--- src/verilog/frs_pkg.sv ---
// Package for the fault response sequencer: command codes, fields, timing
`default_nettype none
package frs_pkg;

  // ----------------------------------------
  // Command codes
  // ----------------------------------------
  localparam logic [7:0] CMD_UC_ACTION    = 8'h4c;
  localparam logic [7:0] CMD_OT_THRESHOLD = 8'h4f;
  localparam logic [7:0] CMD_STATUS       = 8'he0;

  // ----------------------------------------
  // Action field layout and encodings
  // ----------------------------------------
  localparam int RESP_HI  = 7;
  localparam int RESP_LO  = 6;
  localparam int RETRY_HI = 5;
  localparam int RETRY_LO = 3;
  localparam int DELAY_HI = 2;
  localparam int DELAY_LO = 0;

  localparam logic [1:0] RESP_IGNORE  = 2'h0;
  localparam logic [1:0] RESP_DELAYED = 2'h1;
  localparam logic [1:0] RESP_RETRY   = 2'h2;
  localparam logic [1:0] RESP_HOLD    = 2'h3;
  localparam logic [2:0] RETRY_NONE   = 3'h0;
  localparam logic [2:0] RETRY_FOREVER = 3'h7;

  // ----------------------------------------
  // Reset values and status bit positions
  // ----------------------------------------
  localparam logic [7:0]  ACTION_RST    = 8'h00;
  localparam logic [15:0] THRESHOLD_RST = 16'h0000;
  localparam int STAT_UC_BIT = 0;
  localparam int STAT_OT_BIT = 1;

  // ----------------------------------------
  // Timing
  // ----------------------------------------
  localparam int CLK_HZ        = 10_000_000;
  localparam int OPER_UNIT_US  = 10_000;
  localparam int RETRY_UNIT_US = 8_200;
  localparam int OPER_UNIT_CYC  = (OPER_UNIT_US / 1000) * (CLK_HZ / 1000);
  localparam int RETRY_UNIT_CYC = (RETRY_UNIT_US * (CLK_HZ / 1000)) / 1000;

  typedef enum logic [2:0] {
    ST_RUN     = 3'b000,
    ST_DELAY   = 3'b001,
    ST_OFF_WAIT = 3'b010,
    ST_RESTART = 3'b011,
    ST_LATCHED = 3'b100,
    ST_HOLD    = 3'b101
  } frs_state_e;

  typedef struct packed {
    logic       wr;
    logic       rd;
    logic [7:0] cmd;
    logic [15:0] data;
  } frs_req_s;

endpackage : frs_pkg

`default_nettype wire
--- src/verilog/frs_fault_response_sequencer.sv ---
// Fault response sequencer: undercurrent action, over-temperature limit, alert
`timescale 1ns/1ns
`default_nettype none

module frs_fault_response_sequencer #(
  parameter int OPER_UNIT_CYC  = frs_pkg::OPER_UNIT_CYC,
  parameter int RETRY_UNIT_CYC = frs_pkg::RETRY_UNIT_CYC
) (
  // Clock and reset
  input  wire logic             sys_clk,
  input  wire logic             sys_rst,
  // Management command port
  input  wire frs_pkg::frs_req_s req,
  output logic [15:0]           rd_data_ff,
  output logic                  rd_valid_ff,
  input  wire logic             clear_faults,
  // Power stage
  input  wire logic             uc_fault,
  input  wire logic [15:0]      temperature,
  input  wire logic             output_cmd_on,
  output logic                  output_enable_ff,
  // Alert
  output logic                  alert_line_n_ff
);

  // ----------------------------------------
  // Register file
  // ----------------------------------------
  logic [7:0]  action_ff, nxt_action;
  logic [15:0] threshold_ff, nxt_threshold;
  logic [1:0]  status_ff, nxt_status;
  logic [15:0] nxt_rd_data;
  logic        nxt_rd_valid;
  logic        ot_fault;

  assign ot_fault = ($signed(temperature) > $signed(threshold_ff));

  always_comb begin
    nxt_action    = action_ff;
    nxt_threshold = threshold_ff;
    nxt_status    = status_ff;
    nxt_rd_data   = 16'h0000;
    nxt_rd_valid  = req.rd;
    if (clear_faults) begin
      nxt_status = 2'h0;
    end
    if (req.wr && req.cmd == frs_pkg::CMD_UC_ACTION) begin
      nxt_action = req.data[7:0];
    end else if (req.wr && req.cmd == frs_pkg::CMD_OT_THRESHOLD) begin
      nxt_threshold = req.data;
    end
    if (req.rd && req.cmd == frs_pkg::CMD_UC_ACTION) begin
      nxt_rd_data = {8'h00, action_ff};
    end else if (req.rd && req.cmd == frs_pkg::CMD_OT_THRESHOLD) begin
      nxt_rd_data = threshold_ff;
    end else if (req.rd && req.cmd == frs_pkg::CMD_STATUS) begin
      nxt_rd_data = {14'h0000, status_ff};
    end
    // Set wins over clear
    if (uc_fault) begin
      nxt_status[frs_pkg::STAT_UC_BIT] = 1'b1;
    end
    if (ot_fault) begin
      nxt_status[frs_pkg::STAT_OT_BIT] = 1'b1;
    end
  end

  always_ff @(posedge sys_clk) begin
    if (sys_rst) begin
      action_ff    <= frs_pkg::ACTION_RST;
      threshold_ff <= frs_pkg::THRESHOLD_RST;
      status_ff    <= 2'h0;
      rd_data_ff   <= 16'h0000;
      rd_valid_ff  <= 1'b0;
    end else begin
      action_ff    <= nxt_action;
      threshold_ff <= nxt_threshold;
      status_ff    <= nxt_status;
      rd_data_ff   <= nxt_rd_data;
      rd_valid_ff  <= nxt_rd_valid;
    end
  end

  // ----------------------------------------
  // Response sequencer
  // ----------------------------------------
  frs_pkg::frs_state_e state_ff, nxt_state;
  logic [31:0] timer_ff, nxt_timer;
  logic [2:0]  units_ff, nxt_units;
  logic [2:0]  tries_ff, nxt_tries;
  logic        nxt_out_en;
  logic [1:0]  resp;
  logic [2:0]  retry_set;
  logic [2:0]  delay_cnt;
  logic        unit_done;

  assign resp      = action_ff[frs_pkg::RESP_HI:frs_pkg::RESP_LO];
  assign retry_set = action_ff[frs_pkg::RETRY_HI:frs_pkg::RETRY_LO];
  assign delay_cnt = action_ff[frs_pkg::DELAY_HI:frs_pkg::DELAY_LO];

  // Timer counts the cycles of one unit; units_ff counts elapsed units
  assign unit_done = (state_ff == frs_pkg::ST_DELAY)
                   ? (timer_ff == 32'(OPER_UNIT_CYC - 1))
                   : (timer_ff == 32'(RETRY_UNIT_CYC - 1));

  always_comb begin
    nxt_state  = state_ff;
    nxt_timer  = 32'h0000_0000;
    nxt_units  = 3'h0;
    nxt_tries  = tries_ff;
    nxt_out_en = output_cmd_on;
    case (state_ff)
      frs_pkg::ST_RUN: begin
        nxt_tries = 3'h0;
        if (uc_fault) begin
          if (resp == frs_pkg::RESP_IGNORE) begin
            nxt_state = frs_pkg::ST_RUN;
          end else if (resp == frs_pkg::RESP_DELAYED) begin
            nxt_state = frs_pkg::ST_DELAY;
          end else if (resp == frs_pkg::RESP_RETRY) begin
            nxt_out_en = 1'b0;
            nxt_state  = (retry_set == frs_pkg::RETRY_NONE) ? frs_pkg::ST_LATCHED : frs_pkg::ST_OFF_WAIT;
          end else begin
            nxt_out_en = 1'b0;
            nxt_state  = frs_pkg::ST_HOLD;
          end
        end
      end
      frs_pkg::ST_DELAY: begin
        nxt_timer = unit_done ? 32'h0000_0000 : timer_ff + 32'h1;
        nxt_units = unit_done ? units_ff + 3'h1 : units_ff;
        if (!uc_fault) begin
          nxt_state = frs_pkg::ST_RUN;
        end else if (units_ff == delay_cnt) begin
          nxt_out_en = 1'b0;
          nxt_state  = (retry_set == frs_pkg::RETRY_NONE) ? frs_pkg::ST_LATCHED : frs_pkg::ST_OFF_WAIT;
          // Restart interval counts from zero in its own unit
          nxt_timer  = 32'h0000_0000;
          nxt_units  = 3'h0;
        end
      end
      frs_pkg::ST_OFF_WAIT: begin
        nxt_out_en = 1'b0;
        nxt_timer  = unit_done ? 32'h0000_0000 : timer_ff + 32'h1;
        nxt_units  = unit_done ? units_ff + 3'h1 : units_ff;
        if (nxt_units == delay_cnt) begin
          nxt_state = frs_pkg::ST_RESTART;
          nxt_out_en = output_cmd_on;
          nxt_timer  = 32'h0000_0000;
          nxt_units  = 3'h0;
          if (retry_set != frs_pkg::RETRY_FOREVER) begin
            nxt_tries = tries_ff + 3'h1;
          end
        end
      end
      frs_pkg::ST_RESTART: begin
        // Restart attempt: fault back means the attempt failed
        if (uc_fault) begin
          nxt_out_en = 1'b0;
          // Attempt cycle is the first cycle of the next interval
          nxt_timer  = unit_done ? 32'h0000_0000 : timer_ff + 32'h1;
          nxt_units  = unit_done ? units_ff + 3'h1 : units_ff;
          if (retry_set == frs_pkg::RETRY_FOREVER) begin
            nxt_state = frs_pkg::ST_OFF_WAIT;
          end else if (tries_ff >= retry_set) begin
            nxt_state = frs_pkg::ST_LATCHED;
          end else begin
            nxt_state = frs_pkg::ST_OFF_WAIT;
          end
        end else begin
          nxt_state = frs_pkg::ST_RUN;
        end
        if (!output_cmd_on) begin
          nxt_state = frs_pkg::ST_RUN;
        end
      end
      frs_pkg::ST_LATCHED: begin
        nxt_out_en = 1'b0;
        if (clear_faults) begin
          nxt_state = frs_pkg::ST_RUN;
        end
      end
      frs_pkg::ST_HOLD: begin
        nxt_out_en = 1'b0;
        if (!uc_fault) begin
          nxt_out_en = output_cmd_on;
          nxt_state  = frs_pkg::ST_RUN;
        end
      end
      default: begin
        nxt_state = frs_pkg::ST_RUN;
      end
    endcase
  end

  always_ff @(posedge sys_clk) begin
    if (sys_rst) begin
      state_ff         <= frs_pkg::ST_RUN;
      timer_ff         <= 32'h0000_0000;
      units_ff         <= 3'h0;
      tries_ff         <= 3'h0;
      output_enable_ff <= 1'b0;
      alert_line_n_ff  <= 1'b1;
    end else begin
      state_ff         <= nxt_state;
      timer_ff         <= nxt_timer;
      units_ff         <= nxt_units;
      tries_ff         <= nxt_tries;
      output_enable_ff <= nxt_out_en;
      alert_line_n_ff  <= ~(|nxt_status);
    end
  end

endmodule // frs_fault_response_sequencer

`default_nettype wire

--- config.mk ---
export PLATFORM = sky130hd
export DESIGN_NAME = frs_fault_response_sequencer
export DESIGN_NICKNAME = d
export VERILOG_FILES = /design/src/verilog/frs_pkg.sv /design/src/verilog/frs_fault_response_sequencer.sv
export SDC_FILE = /design/constraint.sdc
export NUM_CORES = 1
export LEC_CHECK = 0
export BUFFER_PORTS_ARGS = -buffer_cell sky130_fd_sc_hd__buf_2
export CAP_MARGIN = 40
export CORE_UTILIZATION = 53
export CTS_CLUSTER_SIZE = 28
export DETAILED_ROUTE_END_ITERATION = 10
export PLACE_DENSITY = 0.75
export SYNTH_ARGS = -nofsm -noshare
export SYNTH_HDL_FRONTEND = slang
export SYNTH_SLANG_ARGS = --single-unit
--- constraint.sdc ---
create_clock -name sys_clk -period 4 [get_ports sys_clk]
set_clock_uncertainty 0.15 [all_clocks]
set_input_delay 0.8 -clock sys_clk [delete_from_list [all_inputs] [get_ports sys_clk]]
set_output_delay 0.8 -clock sys_clk [all_outputs]
set_load 0.05 [all_outputs]
* Yosys cells after proc, flatten, opt, wreduce, memory -nomap -nowiden *
Cells that the tools add are included.

operators by class
  bitwise gates (word level) = 2
  div/mod/pow operators = 0
  multiplexer cells = 45
  $lt $le $gt $ge = 2
  shift operators = 0
  eq/ne operators = 22
  add/subtract/negate cells = 3
  multipliers = 0
  reduce and logical (&&, ||, !) cells = 15

operator list
  cell                     count
  $mux W32                 5
  $pmux W32 S3             1
  $eq A32 B17 Y1 const B   2
  $mux W3                  21
  $add A32 B1 Y32 const B  1
  $pmux W3 S6              1
  $eq A8 B7 Y1 const B     2
  $gt A16 B16 Y1           1
  $mux W16                 1
  $mux W1                  10
  $ne A2 B2 Y1 const B     5
  $eq A3 B3 Y1 const B     3
  $pmux W3 S3              1
  $eq A8 B8 Y1 const B     1
  $mux W8                  1
  $add A3 B1 Y3 const B    2
  $eq A3 B2 Y1 const B     2
  $eq A3 B3 Y1             2
  $logic_not A3 Y1         2
  $pmux W3 S2              1
  $reduce_or A2 Y1         3
  $logic_and A1 B1 Y1      5
  $pmux W1 S5              1
  $reduce_and A5 Y1        1
  other kinds (12)         14

word-level totals
  bits in registers = 86
  bits in writable memories = 0
  output and inout bits = 19
  bits of input ports = 47
  memory bits (read-only) = 0
  bits in latches = 0
  memories kept = 0

* Depth between registers and ports, before layout *
Gate-level depths: netlist (run 1).

  depth after elaboration = 7
  depth in mapped cells = 8
  mapped depth without buffers = 8

* Least setup slack after synthesis (run 1) *
No wires, ideal clock.

  kind = register to register
  start = reg state_ff[1]
  end = reg tries_ff[2]
  slack = 1156 ps
  buffers on the path = 1
  stages on the path, launching flop included = 8
  data required time = 3776 ps
  arrival time = 2620 ps
  clock period less this slack = 2844 ps
  path through = dfxtp_1 > buf_6 > or3b_4 > or4_4 > a2111oi_4 > mux2i_1 > or4_1 > a31oi_1

on the way
  word-level cells in the longest chain between the ends = 6
  elaborated cells between the ends (all ways) = 11
  those cells by class = eq/ne (5); mux (3); reduce/logical (3)

ends and longest elaborated chain
  element                             line                                 text
  start: declaration                  frs_fault_response_sequencer.sv:87   frs_pkg::frs_state_e state_ff, nxt_state;
  start signal: assignment            frs_fault_response_sequencer.sv:198  state_ff <= frs_pkg::ST_RUN;
  start signal: assignment            frs_fault_response_sequencer.sv:205  state_ff <= nxt_state;
  $eq A3 B1 Y1                        frs_fault_response_sequencer.sv:102  assign unit_done = (state_ff == frs_pkg::ST_DELAY)
  $mux W1                             frs_fault_response_sequencer.sv:103  ? (timer_ff == 32'(OPER_UNIT_CYC - 1))
  $mux W3                             --
  $eq A3 B3 Y1                        frs_fault_response_sequencer.sv:146  if (nxt_units == delay_cnt) begin
  $ne A2 B2 Y1 (no source line)       --
  $reduce_and A3 Y1 (no source line)  --
  end signal: assignment              frs_fault_response_sequencer.sv:208  tries_ff <= nxt_tries;
  end: declaration                    frs_fault_response_sequencer.sv:90   logic [2:0] tries_ff, nxt_tries;

Parallel ways exist; a longest one is shown, timed or not.
A chain may end at the register's enable or synchronous reset.

* Worst setup path in the final report (run 1) *
  start = reg state_ff[0]
  end = reg tries_ff[2]

Same word-level chain as after synthesis.

==> results.md, run 1 <==
* Run status: completed
* Met3 usage at 3.85%
* Synth Area per Inst at 8.48 um^2
* Number of enable flip-flop cells after synthesis at 0
* Iter 0 DRT Violations at about 240
* Root Buffer: clkbuf_8
* Pwr Density at around 340 nW/um^2
* Total GRT Usage at 23.9%
* Clock sink count at 86
* CP Class: reg -> reg
* Asr flop ratio synth at 0%
* DR DRC count at 0
* Largest cells by area after synthesis: dfxtp_1, ha_1, nor2_1
* Global route overflow at 0
* First-pass DRT Iterations at 4
* Clock Tree Buf Depth at 2
* DP Wirelength at 6.87 mm
* Critical Path RT at 4130 ps
* Synth top area share at 41.0%
* Sequential element share of the synthesized area at 41.0%
* Synth Instances at 495
* CTS clk-pin slew, worst paths at roughly 90 ps
* Fin nets at 626
* R2R setup slack at ~800 ps
* Final setup vio count at 0
* H-tree Lvls at 3
* Top post-synthesis cells by count: dfxtp_1, nor2_1, nand2_1
* Worst Path Max Fanout at 15
* Core box area at 7690 um^2
* Chip Width at about 90 um
* Initial Utilization at 54.6%
* Routed len/inst at 14.3 um
* Number of global-route vias before repair at around 3500
* Gr busiest metal: met2
* DR vias at about 3700
* Largest net degree at the start of global routing at 33
* CP startpoint kind: flop
* Cell variety after synth at 48
* Fin crit period at roughly 3200 ps
* First-pass GRT wire length at 16.0 mm
* CTS tree: built
* Fmax at 313 MHz
* Max-cap viol count at 0
* Port bufs at 65
* Mapped Area at 4200 um^2
* Ratio of cells with drive above 1 in the final layout at 15.9%
* Most used standard cell by instance count after synthesis: dfxtp_1
* Slew HR at 46.4%
* VDD IR max at about 0.00018 V
* Post-synth net total at 564
* DIE AREA at 8280 um^2
* # diodes at 0
* Die Y-Extent at between 90 and 100 um
* Final number of max-transition violations at 0
* Row count at 32
* Post-CTS setup buffers at 0
* Num CTS Buffers at 9
* Setup Total Neg Slack at 0 ps
* Final GP Congestion at 0.874
* Final cell area excluding filler cells at 4830 um^2
* Final hold violation count at 0
* Area Overhead vs Synth at 15.1%
* Antenna viol nets, final at 0
* Synth area leader: dfxtp_1
* Final wirelength at 9.45 mm
* Fin Hold WS at 307 ps
* Crit. End Element: flop
* Placed instance area at 4610 um^2
* I/O pins at 66
* Worst Path Arrival at 3330 ps
* Slew of the pin with the lowest slew margin at 802 ps
* Hold Buf Count CTS at 0
* Initial antenna violation count at 0
* Warnings, synthesis at 0
* Gates resized, CTS repair at 0
* RSZ-0062 raised after global routing: false
* Ys flop type: dfxtp_1
* Fin crit share at between 70% and 80%
* Register bit total from synthesis at 86
* Grt met2 use at 40.7%
* Pleak at 0.00180 uW
* Grt met1 use at around 30%
* Worst hold path type: reg -> reg
* Clock Latency Late Sink at roughly 360 ps
* Via density per instance at about 5.6
==> per-stage QoR <==
step | std cells | utilization, % | setup slack [ps] | total power [uW]
2_1_floorplan | 495 | - | 1160 | 923
3_5_place_dp | 648 | 59.9 | 820 | 963
6_report | 662 | 62.8 | 802 | 1660
5_1_grt | 662 | 62.8 | 625 | 1710
3_3_place_gp | 648 | 59.9 | 898 | 962
4_1_cts | 662 | 62.8 | 790 | 1670
==> cell families (layout without fill, tap and decap cells) <==
logic type / after synthesis / after routing / share of synthesized area [%]
AO/OA/AOI/OAI: 81 / 81 / 12.5
XOR/XNOR: 32 / 32 / 6.68
adder cells (fa/ha/maj): 22 / 22 / 6.56
buffers and inverters: 44 / 109 / 4.11
flip-flops: 86 / 86 / 41.0
multiplexers: 13 / 13 / 3.13
AND/OR/NAND/NOR: 217 / 217 / 26.0
==> flip-flops by register name (all words and copies together), names as in the netlist, 2 cells and up <==
| signal | count |
|---|---|
| action_ff | 8 |
| rd_data_ff | 16 |
| timer_ff | 32 |
| threshold_ff | 16 |
| state_ff | 3 |
| status_ff | 2 |
| units_ff | 3 |
| tries_ff | 3 |
==> report_power, final <==
| part | internal (uW) | switching [uW] | total [uW] |
|---|---|---|---|
| combinational | 34.7 | 48.4 | 83.1 |
| clock | 409 | 306 | 714 |
| sequential | 859 | 1.58 | 861 |
==> path summary, 6_finish.rpt <==
| check | cells after the start | endpoint | from |
|---|---|---|---|
| worst max register to register | 6 | tries_ff[2] | state_ff[0] |
| worst min-delay path | 2 | threshold_ff[13] | threshold_ff[13] |
| worst min register to register | 2 | threshold_ff[13] | threshold_ff[13] |
| worst max-delay path | 6 | tries_ff[2] | state_ff[0] |
==> critical path, cell delays in order (launching register included) <==
cell and delay (ps):
dfxtp_1 580, or3b_4 450, or4_4 510, a2111oi_4 480, mux2i_1 250, or4_1 540, a31oi_1 170
==> layout by cell type, fill, tap and decap left out, types with 9 or more instances in the layout <==
master,n
o21ai_0,16
nand2_1,52
buf_2,65
dfxtp_1,86
mux2i_1,12
xnor2_1,16
xor2_1,16
nor2_1,59
clkbuf_8,9
nor4_1,15
inv_1,26
ha_1,22
nor3_1,11
nand4_1,20
nand3_1,16
a21oi_1,32
==> routing by layer <==
layer	share of wire [%]	wire (um)
met1	44	4190
met2	49	4650
met3	4.3	409
met4	2.1	202
met5	0	0
==> area by class of cell <==
type,instances,area [um^2]
fillers,676,2860
well taps,102,128
clock inverters,4,97.6
multi-input cells,365,2300
flip-flops and latches,86,1720
clock buffers,10,128
repair buffers,69,355
inverters,26,97.6
No activity file was read; power rests on OpenSTA's default activity.
==> run 2: changes to the inputs <==
ABC_AREA = 1   (was default)
PLACE_DENSITY = 0.77   (was 0.75)
clock period = 2.8 ns   (was 4 ns; I/O delays follow)
==> results.md, run 2 <==
* Total chip power at 2270 uW (+37%)
* Synth Area per Inst at 7.63 um^2 (-10%)
* Global route overflow at 0 (unchanged)
* Commonest non-fill, non-tap cell in the layout: inv_1
* RSZ-0062 raised after global routing: false
* Worst Path Max Fanout at 30 (+15)
* Critical Path RT at 2910 ps (-1220 ps)
* CP Class: reg -> reg
* DR vias at 4461 (+21%)
* Worst path most repeated cell: nand2_2
* I/O pins at 66 (unchanged)
* Post-CTS setup buffers at 0 (unchanged)
* Final hold violation count at 0 (unchanged)
* Top flop regs: timer_ff: 32 flops, rd_data_ff: 16 flops, threshold_ff: 16 flops
* Num CTS Buffers at 9 (unchanged)
* Ratio of cells with drive above 1 in the final layout at 21.7% (+5.8 points)
* Number of global-route vias before repair at 4393 (+24%)
* Root Buffer: clkbuf_8
* Final number of max-transition violations at 0 (unchanged)
* Critical Path Source: timer_ff[0]
* Clock Tree Buf Depth at 2 (unchanged)
* CTS tree: built
* Total GRT Usage at 24.9% (+0.96 points)
* Worst hold path type: in -> reg
* Warnings, synthesis at 0 (unchanged)
* DR DRC count at 0 (unchanged)
* Run status: completed
* Placed cell count at 815 (+26%)
* Cell variety after synth at 34 (-29%)
* Crit. End Element: flop
* Ys flop type: dfxtp_1
* Clock Latency Late Sink at 370 ps (about the same)
* Gates resized, CTS repair at 0 (unchanged)
* Sequential element share of the synthesized area at 34.7% (-6.3 points)
* Pleak at 0.00228 uW (+27%)
* First-pass DRT Iterations at 5 (+1)
* Register bit total from synthesis at 86 (unchanged)
* Number of enable flip-flop cells after synthesis at 0 (unchanged)
* Antenna viol nets, final at 0 (unchanged)
* Clock sink count at 86 (unchanged)
* Synth area leader: dfxtp_1
* Placed instance area at 5370 um^2 (+16%)
* H-tree Lvls at 3 (unchanged)
* Initial antenna violation count at 0 (unchanged)
* VDD IR max at 0.000352 V (+99%)
* Final setup vio count at 0 (unchanged)
* Max FFs per register at 32 (unchanged)
* Via density per instance at 5.37 (-4.0%)
* Synth top area share at 34.7% (-6.3 points)
* Pwr Density at 408 nW/um^2 (+19%)
* R2R Path Start: timer_ff[0]
* Setup Total Neg Slack at 0 ps (unchanged)
* CP Cell Sequence: ha_1 -> nand3_2 -> nor2_4 -> nand2_4 -> nor2_8 -> nand2_2 -> nand2_2 -> nand3_1 -> nand2_2 -> nand2_2 -> nand2_4 -> nand3_4 -> nand2_4 -> buf_12 -> nor2_4
* Die Y-Extent at 98.7 um (+8.5%)
* Slew HR at 60.4% (+14 points)
* Post-synth net total at 719 (+27%)
* Hold_sp: req[24]
* Biggest register: timer_ff
* Commonest cells after routing, fill and taps aside: inv_1, nand2_1, dfxtp_1
* Fin nets at 787 (+26%)
* Fmax at 394 MHz (+26%)
* CP startpoint kind: flop
* Worst Path Arrival at 2650 ps (-680 ps)
* Initial Utilization at 55.8% (+1.2 points)
* Row count at 34 (+6.3%)
* Synth Instances at 650 (+31%)
* Mapped Area at 4960 um^2 (+18%)
* Asr flop ratio synth at 0% (unchanged)
* CP peak stage delay at 430 ps (-150 ps)
* Filler instances at 793 (+17%)
* Routed len/inst at 13.6 um (-4.6%)
* Final GP Congestion at 0.915 (+4.7%)
* First-pass GRT wire length at 19.5 mm (+22%)
* Slew of the pin with the lowest slew margin at 588 ps (-214 ps)
* # diodes at 0 (unchanged)
* Fin Hold WS at 293 ps (-14.5 ps)
* Most used standard cell by instance count after synthesis: inv_1
* Largest net degree at the start of global routing at 32 (-3.0%)
* DP Wirelength at 8.82 mm (+28%)
* Top post-synthesis cells by count: inv_1, nand2_1, dfxtp_1
* Largest cells by area after synthesis: dfxtp_1, nor2_4, inv_1
* Area Overhead vs Synth at 12.2%
* Final cell area excluding filler cells at 5560 um^2 (+15%)
* Core box area at 8890 um^2 (+16%)
* Max-cap viol count at 0 (unchanged)
* CTS clk-pin slew, worst paths at 100 ps (about the same)
* Fin crit share at 90.8% (+11 points)
* Fin crit period at 2540 ps (-657 ps)
* Port bufs at 65 (unchanged)
* DIE AREA at 9750 um^2 (+18%)
* Hold Buf Count CTS at 0 (unchanged)
* Chip Width at 98.7 um (+8.5%)
* Final wirelength at 11.3 mm (+20%)
* Slowest CP cell: dfxtp_1
* Iter 0 DRT Violations at 239 (-0.83%)
* Final non-filler cell total at 831 (+26%)
[run 2: changes by cell type in the layout (fill, tap and decap cells not counted), sizes merged, moves of 8 or more]
| cell | before | now |
|---|---|---|
| inv | 26 | 103 |
| nand2 | 52 | 108 |
| nor2 | 59 | 107 |
| nand3 | 16 | 43 |
| nor3 | 11 | 26 |
| o21ai | 16 | 30 |
| mux2i | 12 | 0 |
| xnor2 | 16 | 6 |
| xor2 | 16 | 26 |
| a21oi | 32 | 41 |
| a22o | 8 | 0 |
[run 2: area by class of cell]
| type | count | area (um^2) | area share, % |
|---|---|---|---|
| clock inverter | 7 | 73.8 | 1.33 |
| clock buffer | 9 | 124 | 2.23 |
| timing repair buffer | 69 | 368 | 6.61 |
| sequential | 86 | 1720 | 30.9 |
| tap | 108 | 135 | 2.43 |
| multi-input combinational | 453 | 2770 | 49.8 |
| inverter | 99 | 372 | 6.68 |
[run 2: logic make-up (layout without fill, tap and decap cells)]
| family | count (synthesis) | count (layout) | synth area share [%] |
|---|---|---|---|
| AO/OA/AOI/OAI | 86 | 86 | 9.23 |
| XOR/XNOR | 32 | 32 | 5.65 |
| adder cells (fa/ha/maj) | 22 | 22 | 5.55 |
| flip-flops | 86 | 86 | 34.7 |
| AND/OR/NAND/NOR | 313 | 313 | 35.4 |
| buffers and inverters | 111 | 184 | 9.46 |
[run 2: final timing paths]
check              endpoint  slack, ps  cells past startpoint
max             timer_ff[6]        260                     15
min             rd_valid_ff        290                      3
max reg2reg     timer_ff[6]        260                     15
min reg2reg  rd_data_ff[10]        320                      2
[run 2: power by group]
| part | total (uW) | internal (uW) | switching [uW] | leakage (uW) |
|---|---|---|---|---|
| clock | 869 | 352 | 518 | 0.000101 |
| sequential | 1240 | 1230 | 6.76 | 0.000694 |
| combinational | 163 | 61.3 | 102 | 0.00149 |
[run 2: worst max-delay path: cells and delay by family, from the launching register on]
kind	cells	cell delay [ps]
adder cells (fa/ha/maj)	1	230
flip-flops	1	430
buffers and inverters	1	310
AND/OR/NAND/NOR	13	1250
[run 2: stage by stage]
step,setup WS (ps),utilization [%]
4_1_cts,268,62.6
5_1_grt,120,62.6
6_report,259,62.6
2_1_floorplan,641,-
3_5_place_dp,311,60.3
3_3_place_gp,448,60.3
[run 2: layer usage]
layer  part of all wire (%)  vias to the layer above  GRT usage, %
li1                       -                     2243             -
met1                     44                     2025          29.9
met4                    2.3                        0          8.27
met2                     48                      166          43.6
met5                      0                        -             0
met3                    6.0                       27          6.17
==> run 3: changes to the inputs <==
GPL_TIMING_DRIVEN = 0   (was default)
==> results.md, run 3 (synthesized netlist as in run 2, its figures left out) <==
* Buf/Inv on CP at 3 (+2)
* Antenna viol nets, final at 0 (unchanged)
* Critical Path RT at 2900 ps (about the same)
* Clock Tree Buf Depth at 2 (unchanged)
* Root Buffer: clkbuf_8
* Critical Path Source: timer_ff[0]
* Setup Total Neg Slack at 0 ps (unchanged)
* Filler instances at 826 (+4.2%)
* Max-cap viol count at 0 (unchanged)
* Crit-path leading delay family: simple AND/OR/NAND/NOR gates
* CP Cell Sequence: ha_1 -> nand3_2 -> inv_2 -> nand3_1 -> nor2_1 -> nand4_1 -> nand2_1 -> inv_1 -> nor2_4 -> nand2_2 -> nand2_4 -> nand3_4 -> nand2_4 -> buf_12 -> nor2_4
* Worst Path Max Fanout at 10 (-67%)
* Hold Path Depth at 3 (unchanged)
* Max layer used: met4
* Routed wl met2 at 5.43 mm (-0.11%)
* DP Wirelength at 9.07 mm (+2.9%)
* Slew of the pin with the lowest slew margin at 565 ps (-23.7 ps)
* Hold Buf Count CTS at 0 (unchanged)
* Run status: completed
* CP Class: reg -> reg
* Final GP Congestion at 0.964 (+5.3%)
* DR vias at 4449 (-0.27%)
* Global route overflow at 0 (unchanged)
* Routed len/inst at 13.6 um (-0.32%)
* Pleak at 0.00231 uW (+1.2%)
* Core box area at 8890 um^2 (unchanged)
* Ratio of cells with drive above 1 in the final layout at 21.5% (-0.24 points)
* Commonest cells after routing, fill and taps aside: inv_1, nand2_1, dfxtp_1
* CTS clk-pin slew, worst paths at 100 ps (about the same)
* VDD IR max at 0.000291 V (-17%)
* CP peak stage delay at 440 ps (about the same)
* RSZ-0062 raised after global routing: false
* Fin crit period at 2460 ps (-80.1 ps)
* Fin Hold WS at 290 ps (-2.82 ps)
* Cell depth of the worst setup path at 15 (unchanged)
* DIE AREA at 9750 um^2 (unchanged)
* CP startpoint kind: flop
* Metal-1 WL at 5.11 mm (+3.4%)
* Num CTS Buffers at 9 (unchanged)
* Final number of max-transition violations at 0 (unchanged)
* Initial antenna violation count at 0 (unchanged)
* Die Y-Extent at 98.7 um (unchanged)
* Worst R2R Path Depth at 15 (unchanged)
* # diodes at 0 (unchanged)
* Final wirelength at 11.4 mm (+0.64%)
* R2R Path Start: timer_ff[0]
* Slowest CP cell: dfxtp_1
* Clock Latency Late Sink at 360 ps (about the same)
* Number of global-route vias before repair at 4392 (-0.023%)
* Total GRT Usage at 25.1% (+0.18 points)
* Fmax at 406 MHz (+3.3%)
* WL met3 at 667 um (-1.9%)
* Area Overhead vs Synth at 13.4%
* Crit. End Element: flop
* Pwr Density at 412 nW/um^2 (+0.89%)
* Gates resized, CTS repair at 0 (unchanged)
* Reg2reg end: timer_ff[18]
* Fin crit share at 87.9% (-2.9 points)
* DR DRC count at 0 (unchanged)
* Row count at 34 (unchanged)
* Clock sink count at 86 (unchanged)
* H-tree Lvls at 3 (unchanged)
* I/O pins at 66 (unchanged)
* Biggest register: timer_ff
* Placed instance area at 5420 um^2 (+1.0%)
* Chip Width at 98.7 um (unchanged)
* Final setup vio count at 0 (unchanged)
* Post-CTS setup buffers at 0 (unchanged)
* Commonest non-fill, non-tap cell in the layout: inv_1
* Final hold violation count at 0 (unchanged)
* Slew HR at 62.2% (+1.9 points)
* Final cell area excluding filler cells at 5630 um^2 (+1.1%)
* Max FFs per register at 32 (unchanged)
* R2R setup slack at 340 ps (+80 ps)
* First-pass DRT Iterations at 5 (unchanged)
* Top flop regs: timer_ff: 32 flops, rd_data_ff: 16 flops, threshold_ff: 16 flops
* Iter 0 DRT Violations at 218 (-8.8%)
* Initial Utilization at 55.8% (unchanged)
* First-pass GRT wire length at 19.8 mm (+1.4%)
* CTS tree: built
* Setup crit end: timer_ff[18]
* Largest net degree at the start of global routing at 17 (-47%)
* Port bufs at 65 (unchanged)
* Worst Path Arrival at 2560 ps (-90 ps)
* Fin nets at 795 (+1.0%)
* Via density per instance at 5.30 (-1.2%)
* Worst Setup Slack, final at 339 ps (+80.1 ps)
* Pre-CTS setup slack at 328 ps (+17.2 ps)
* Worst hold path type: in -> reg
[run 3: changes by cell type in the layout (fill, tap and decap cells not counted), sizes merged]
cell	before	now
inv	103	101
clkbuf	9	17
clkinv	3	4
bufinv	0	1
[run 3: per-stage QoR]
step	utilization [%]	cells	power [uW]
detailed placement	61.0	823	1430
global placement	61.0	823	1420
floorplan	-	650	1360
CTS	63.3	839	2340
global route	63.3	839	2420
finish	63.3	839	2320
[run 3: how the worst min path moves through the flow]
stage                           startpoint        endpoint  slack, ps
after floorplan           threshold_ff[10]  rd_data_ff[10]        290
final                              req[24]     rd_valid_ff        290
after detailed placement   threshold_ff[8]   rd_data_ff[8]        320
after global routing               req[24]     rd_valid_ff        290
after global placement    threshold_ff[15]  rd_data_ff[15]        310
after CTS                          req[24]     rd_valid_ff        280
[run 3: where the power goes]
part	switching, uW	internal (uW)	total [uW]
registers	6.09	1230	1240
clock network	491	425	916
logic	101	61.8	163
total	598	1720	2320
[run 3: cell type report]
| type | count | area, um^2 | share of cell area, % |
|---|---|---|---|
| multi-input combinational | 453 | 2770 | 49.2 |
| sequential | 86 | 1720 | 30.6 |
| inverter | 99 | 372 | 6.61 |
| timing repair buffer | 65 | 325 | 5.78 |
| tap | 108 | 135 | 2.40 |
| clock buffer | 9 | 124 | 2.20 |
| buffer | 12 | 97.6 | 1.73 |
| clock inverter | 7 | 81.3 | 1.45 |
[run 3: metal layers]
metal  up-vias  track usage, %
met5         -               0
met2       144            42.7
met3        18            6.45
li1       2255               -
met4         0            7.46
met1      2032            31.3
[run 3: worst min-delay path: stages]
cell and delay (ps):
buf_2 80, inv_1 50, nor2_1 70
